==> src/logic/cbu_pkg.sv <==
// Shared constants and types of the conditional branch unit.
package cbu_pkg;

    // Default widths of the program counter and of the signed offset, then widths of the status register, flag select and opcode.
    localparam int PC_WIDTH = 16;
    localparam int OFFSET_WIDTH = 7;
    localparam int STATUS_WIDTH = 8;
    localparam int SELECT_WIDTH = 3;
    localparam int OP_WIDTH = 4;

    // Bit positions of the flags inside the status register.
    localparam int CARRY_BIT = 0;
    localparam int ZERO_BIT = 1;
    localparam int NEGATIVE_BIT = 2;

    // Cycle counts of the two outcomes.
    localparam int CYCLES_NOT_TAKEN = 1;
    localparam int CYCLES_TAKEN = 2;

    // Values after reset.
    localparam logic RESET_READY = 1'b1;
    localparam logic RESET_DONE = 1'b0;
    localparam logic RESET_TAKEN = 1'b0;
    localparam logic [PC_WIDTH-1:0] RESET_PC = 16'h0000;
    localparam logic RESET_STATUS_WRITE = 1'b0;

    typedef enum logic [OP_WIDTH-1:0] {
        branch_on_selected_flag_clear,
        branch_on_equal,
        branch_on_not_equal,
        branch_on_carry_set,
        branch_on_carry_clear,
        branch_on_same_or_higher,
        branch_on_lower,
        branch_on_minus,
        branch_on_plus
    } cbu_op_e;

    typedef enum logic [0:0] {
        CBU_IDLE,
        CBU_TAKE
    } cbu_state_e;

endpackage
==> src/logic/cbu_cond_if.sv <==
// Carrier between the branch sequencer and the condition evaluator.
`timescale 1ns/1ps
`default_nettype none
interface cbu_cond_if;
    logic [cbu_pkg::OP_WIDTH-1:0] op;
    logic [cbu_pkg::SELECT_WIDTH-1:0] flagSel;
    logic [cbu_pkg::STATUS_WIDTH-1:0] statusRegister;
    logic met;

    modport core (output op, output flagSel, output statusRegister, input met);
    modport eval (input op, input flagSel, input statusRegister, output met);
endinterface
`default_nettype wire

==> src/logic/cbu_branch_unit.sv <==
// Sequencer of the conditional relative branches: condition test and program counter update.
`timescale 1ns/1ps
`default_nettype none
module cbu_branch_unit #(
    parameter int PC_W = cbu_pkg::PC_WIDTH,
    parameter int OFF_W = cbu_pkg::OFFSET_WIDTH
) (
    input wire logic sys_clk,
    input wire logic rst,
    input wire logic insnValid,
    input wire logic [cbu_pkg::OP_WIDTH-1:0] branchOp,
    input wire logic [cbu_pkg::SELECT_WIDTH-1:0] flagSel,
    input wire logic [OFF_W-1:0] branchOffset,
    input wire logic [cbu_pkg::STATUS_WIDTH-1:0] statusRegister,
    input wire logic [PC_W-1:0] pcCurrent,
    output logic ready,
    output logic done,
    output logic taken,
    output logic [PC_W-1:0] pcNext,
    output logic statusWrite
);
    cbu_cond_if cond ();

    cbu_cond_eval u_eval (
        .cond(cond)
    );

    assign cond.op = branchOp;
    assign cond.flagSel = flagSel;
    assign cond.statusRegister = statusRegister;

    cbu_pkg::cbu_state_e state;
    cbu_pkg::cbu_state_e next_state;
    logic next_ready;
    logic next_done;
    logic next_taken;
    logic [PC_W-1:0] next_pcNext;
    logic next_statusWrite;
    logic accept;
    logic jump;
    logic fallThrough;
    wire logic [PC_W-1:0] offsetExt;
    wire logic [PC_W-1:0] pcFall;
    wire logic [PC_W-1:0] pcTarget;
    wire logic [PC_W-1:0] targetHalf;
    wire logic [PC_W-1:0] fallCarry;
    wire logic [PC_W-1:0] targetCarry;

    // Both adders take a carry of one into bit 0, which supplies the plus one of the jump and of the fall-through.
    assign fallCarry[0] = 1'b1;
    assign targetCarry[0] = 1'b1;

    // The offset is two's complement, so every bit above its sign is a copy of the sign.
    // The carry out of the top bit is dropped, which is how a forward jump from a high address wraps.
    for (genvar b = 0; b < PC_W; b++) begin : g_bit
        if (b < OFF_W) begin : g_offset
            assign offsetExt[b] = branchOffset[b];
        end else begin : g_sign
            assign offsetExt[b] = branchOffset[OFF_W-1];
        end
        assign targetHalf[b] = pcCurrent[b] ^ offsetExt[b];
        assign pcFall[b] = pcCurrent[b] ^ fallCarry[b];
        assign pcTarget[b] = targetHalf[b] ^ targetCarry[b];
        if (b < PC_W - 1) begin : g_carry
            assign fallCarry[b+1] = pcCurrent[b] & fallCarry[b];
            assign targetCarry[b+1] = (pcCurrent[b] & offsetExt[b]) | (targetCarry[b] & targetHalf[b]);
        end
    end

    // Requests that arrive during the refill cycle are ignored, not queued.
    assign accept = insnValid && (state == cbu_pkg::CBU_IDLE);
    assign jump = accept && cond.met;
    assign fallThrough = accept && !cond.met;

    always_comb begin
        next_state = state;
        next_ready = ready;
        case (state)
            cbu_pkg::CBU_IDLE: begin
                if (jump) begin
                    // The second cycle stands for the refill of the fetch path after a jump.
                    next_state = cbu_pkg::CBU_TAKE;
                    next_ready = 1'b0;
                end
            end
            cbu_pkg::CBU_TAKE: begin
                next_state = cbu_pkg::CBU_IDLE;
                next_ready = 1'b1;
            end
            default: begin
                next_state = cbu_pkg::CBU_IDLE;
                next_ready = 1'b1;
            end
        endcase
    end

    always_ff @(posedge sys_clk or posedge rst) begin
        if (rst) begin
            state <= cbu_pkg::CBU_IDLE;
            ready <= cbu_pkg::RESET_READY;
        end else begin
            state <= next_state;
            ready <= next_ready;
        end
    end

    always_comb begin
        next_done = 1'b0;
        next_taken = 1'b0;
        case (state)
            cbu_pkg::CBU_IDLE: begin
                if (fallThrough) begin
                    next_done = 1'b1;
                    next_taken = 1'b0;
                end
            end
            cbu_pkg::CBU_TAKE: begin
                next_done = 1'b1;
                next_taken = 1'b1;
            end
            default: begin
                next_done = 1'b0;
                next_taken = 1'b0;
            end
        endcase
    end

    always_ff @(posedge sys_clk or posedge rst) begin
        if (rst) begin
            done <= cbu_pkg::RESET_DONE;
            taken <= cbu_pkg::RESET_TAKEN;
        end else begin
            done <= next_done;
            taken <= next_taken;
        end
    end

    // The target is latched at acceptance, so on a taken branch pcNext leads done by one cycle.
    always_comb begin
        next_pcNext = pcNext;
        if (jump) begin
            next_pcNext = pcTarget;
        end else if (fallThrough) begin
            next_pcNext = pcFall;
        end
    end

    always_ff @(posedge sys_clk or posedge rst) begin
        if (rst) begin
            pcNext <= PC_W'(cbu_pkg::RESET_PC);
        end else begin
            pcNext <= next_pcNext;
        end
    end

    // Branches never write a flag; the strobe is kept so the core sees a defined low level.
    always_comb begin
        next_statusWrite = 1'b0;
    end

    always_ff @(posedge sys_clk or posedge rst) begin
        if (rst) begin
            statusWrite <= cbu_pkg::RESET_STATUS_WRITE;
        end else begin
            statusWrite <= next_statusWrite;
        end
    end
endmodule
`default_nettype wire

==> src/logic/cbu_cond_eval.sv <==
// Condition evaluator: decides whether a branch is taken.
`timescale 1ns/1ps
`default_nettype none
module cbu_cond_eval (
    cbu_cond_if.eval cond
);
    logic carry;
    logic zero;
    logic negative;

    assign carry = cond.statusRegister[cbu_pkg::CARRY_BIT];
    assign zero = cond.statusRegister[cbu_pkg::ZERO_BIT];
    assign negative = cond.statusRegister[cbu_pkg::NEGATIVE_BIT];

    always_comb begin
        case (cond.op)
            cbu_pkg::branch_on_selected_flag_clear: cond.met = ~cond.statusRegister[cond.flagSel];
            cbu_pkg::branch_on_equal: cond.met = zero;
            cbu_pkg::branch_on_not_equal: cond.met = ~zero;
            cbu_pkg::branch_on_carry_set: cond.met = carry;
            cbu_pkg::branch_on_lower: cond.met = carry;
            cbu_pkg::branch_on_carry_clear: cond.met = ~carry;
            cbu_pkg::branch_on_same_or_higher: cond.met = ~carry;
            cbu_pkg::branch_on_minus: cond.met = negative;
            cbu_pkg::branch_on_plus: cond.met = ~negative;
            // Unassigned codes never branch, so a corrupt opcode simply falls through.
            default: cond.met = 1'b0;
        endcase
    end
endmodule
`default_nettype wire

==> config.mk <==
export PLATFORM = sky130hd
export DESIGN_NAME = cbu_branch_unit
export DESIGN_NICKNAME = d
export VERILOG_FILES = /design/src/logic/cbu_pkg.sv /design/src/logic/cbu_cond_if.sv /design/src/logic/cbu_branch_unit.sv /design/src/logic/cbu_cond_eval.sv
export SDC_FILE = /design/constraint.sdc
export NUM_CORES = 1
export LEC_CHECK = 0
export ABC_AREA = 1
export BUFFER_PORTS_ARGS = -buffer_cell sky130_fd_sc_hd__buf_2
export CAP_MARGIN = 5
export CORE_MARGIN = 1
export CORE_UTILIZATION = 45
export CTS_CLUSTER_SIZE = 40
export DETAILED_ROUTE_END_ITERATION = 10
export GPL_TIMING_DRIVEN = 0
export PLACE_DENSITY = 0.73
export RECOVER_POWER = 25
export SKIP_CTS_REPAIR_TIMING = 1
export SYNTH_ARGS = -nofsm -noshare
export SYNTH_HDL_FRONTEND = slang
export SYNTH_SLANG_ARGS = --single-unit
==> constraint.sdc <==
create_clock -name sys_clk -period 2.3 [get_ports sys_clk]
set_clock_uncertainty 0.15 [all_clocks]
set_input_delay 0.23 -clock sys_clk [delete_from_list [all_inputs] [get_ports sys_clk]]
set_output_delay 0.23 -clock sys_clk [all_outputs]
set_load 0.01 [all_outputs]
==> out/results.ini <==
[run_status]
outcome = finished with violations
violations = negative hold slack, negative setup slack

[clock_tree]
clock_latency_ps = 250
cts.sinks = 20
clkTransAtPathRegs_ps = 70
cts_tree = yes
clockBufferDepth = 2
cts_inserted_buffers = 3
clockRootBuffer = clkbuf_8
cts-htree-levels = 1

[setup_path]
worst_setup_path_start_kind = input port
path_cells = buf_8 -> inv_12 -> ha_4 -> inv_2 -> fa_2 -> fa_2 -> fa_2 -> fa_2 -> fa_2 -> fa_2 -> fa_2 -> fa_2 -> fa_2 -> fa_2 -> fa_2 -> inv_2 -> fa_2 -> inv_2 -> fa_2 -> fa_2 -> xor2_2 -> nand3_1 -> nand2_1 -> nor2_2
cpLargestDelayFamily = adder cells
cp.required_ps = 2300
worst_setup_path_end_kind = flop
cp_common_cell = fa_2
critical-path-max-stage-delay_ps = 360
critPathBufInv = 5
worstSetupPathType = input port to flop
cp_data_arrival_time_ps = 5680
cp_max_fo = 1
cp_slowest_cell = fa_2

[cells_and_area]
final_cell_mix = buf_2 (58), nand2_1 (37), nand3_2 (26)
n_fill_cell = 349
area_delta_synth_final_pct = 29.6
drive_above_1_share_pct = 50.0
final_area_um2 = 2350
diodes = 0
layout_commonest_cell = buf_2
final_nets = 327

[die]
dieArea_um2 = 4280
io_pins = 61
initial_utilization_pct = 48.0
rows = 22
die_y_um = 65.4
die_w_um = 65.4
core_um2 = 3770

[sta]
period_needed_ps = 5680
post-route-period-util_pct = 247
worst_slew_pin_slew_ps = 725
max-slew-margin-rel_pct = 51.6
timing.final.ws_setup_ps = -3380
setup_viol = 11
final_hold_viol_count = 19
fmax_mhz = 176
slew_violations = 0
fin_tns_setup_ps = -21340
fin_hold_ws_ps = -66.5
rsz0062_at_grt = yes

[routing]
drtIter0Drc = 54
vias = 1513
wl_um = 3590
wl_met3_um = 242
avgRoutedWirePerCell_um = 11.8
drc = 0
ant_nets = 0
first_pass_iters = 4
met1_length_um = 1560
top_layer = met4
via_per_inst = 4.98
route.met2.wl_um = 1740

[logic_synthesis]
synth_nets = 262
synth_area_um2 = 1810
synthFlopType = dfrtp_1
ys_seq_area_share_pct = 27.7
synth_top_area_share_pct = 26.3
synth_top_cell_by_area = dfrtp_1
avgSynthCellArea_um2 = 9.43
synth_seq_cells = 20
yosys_warnings = 0
ys_types = 31
syn_inst = 192
synth_area_leaders = dfrtp_1 (26%), fa_1 (15%), nand3_2 (11%), ha_1 (10%), nand2_1 (7.7%)
async_flop_share_pct = 100
synth_edf_count = 0

[place]
placed_area_um2 = 2240
place.gp.congestion = 0.734
io_buffers = 59
pre_cts_slack_ps = -3730
hpwlAfterDp_um = 2970

[job]
max_cap_viol_count = 0

[grt]
grt_max_degree = 21
grt_overflow = 0
grt_pass1_vias = 1591
grt_usage_pct = 19.8
antenna_found_initial = 0
grt_first_pass_wirelength_um = 6580

[min_path]
hold_class = input port to asynchronous set/reset pin

[power_and_ir_drop]
ir_drop_mv = 0.253
power_density_nw_per_um2 = 500
leakagePower_nw = 1.23

==> synth_stat cells (2+ instances only) <==
master / instances
a21oi_1: 2
buf_4: 2
buf_6: 2
dfrtp_1: 19
fa_1: 14
ha_1: 15
inv_1: 21
inv_2: 3
nand2_1: 37
nand3_1: 15
nand3_2: 20
nand3b_1: 2
nand4_1: 15
nor2_1: 7
xor2_1: 2
==> path summary, 6_finish.rpt <==
check	from	endpoint	slack (ps)	cells past startpoint
setup reg to reg	state$_DFF_PP0_	pcNext[3]$_DFFE_PP0P_	540	6
min in group sys_clk	pcCurrent[15]	pcNext[15]$_DFFE_PP0P_	220	4
hold reg to reg	state$_DFF_PP0_	taken$_DFF_PP0_	260	0
max in group asynchronous	rst	pcNext[14]$_DFFE_PP0P_	1610	2
hold / removal	rst	pcNext[11]$_DFFE_PP0P_	-70	2
setup / recovery	branchOffset[0]	pcNext[15]$_DFFE_PP0P_	-3380	24
==> metrics by stage <==
stage	instances	power (W)	util, %
floorplan	192	0.000760	-
global placement	299	0.000926	59.4
detailed placement	299	0.000937	59.4
CTS	303	0.00117	60.6
global route	304	0.00126	62.2
finish	304	0.00117	62.2
==> report_power, final <==
| group | leakage, nW | switching [W] | internal, W |
|---|---|---|---|
| sequential | 0.245 | 0.0000326 | 0.000423 |
| combinational | 0.959 | 0.000267 | 0.000220 |
| clock | 0.0228 | 0.000108 | 0.000123 |
==> logic make-up (layout without fill, tap and decap cells) <==
kind of cell	after synthesis	count (layout)	synth area share (%)
adder cells (fa/ha/maj)	29	29	25.8
AND/OR/NAND/NOR	104	104	35.0
flip-flops	20	20	27.7
AO/OA/AOI/OAI	3	3	0.968
other	1	1	0.207
XOR/XNOR	3	3	1.45
buffers and inverters	32	96	8.85
==> area by class of cell <==
cell class	count	area (µm²)	share of cell area, %
plain buffers	8	70.1	2.99
clock buffers	4	45.0	1.92
inverters	24	110	4.69
multi-input cells	140	1240	52.7
flip-flops and latches	20	502	21.4
well taps	48	60.1	2.56
repair buffers	60	323	13.8
==> per-layer routing <==
layer / up-vias / GRT usage (%)
met2: 45 / 35.2
met4: 0 / 6.52
met3: 4 / 4.17
li1: 763 / -
met1: 701 / 23.6
met5: - / 0
==> registers in the layout, summed over array words and instances (netlist names) <==
| name | cells |
|---|---|
| ready | 1 |
| done | 1 |
| taken | 1 |
| pcNext | 16 |
| state | 1 |
Note: power is estimated with default switching activity, not from simulation.
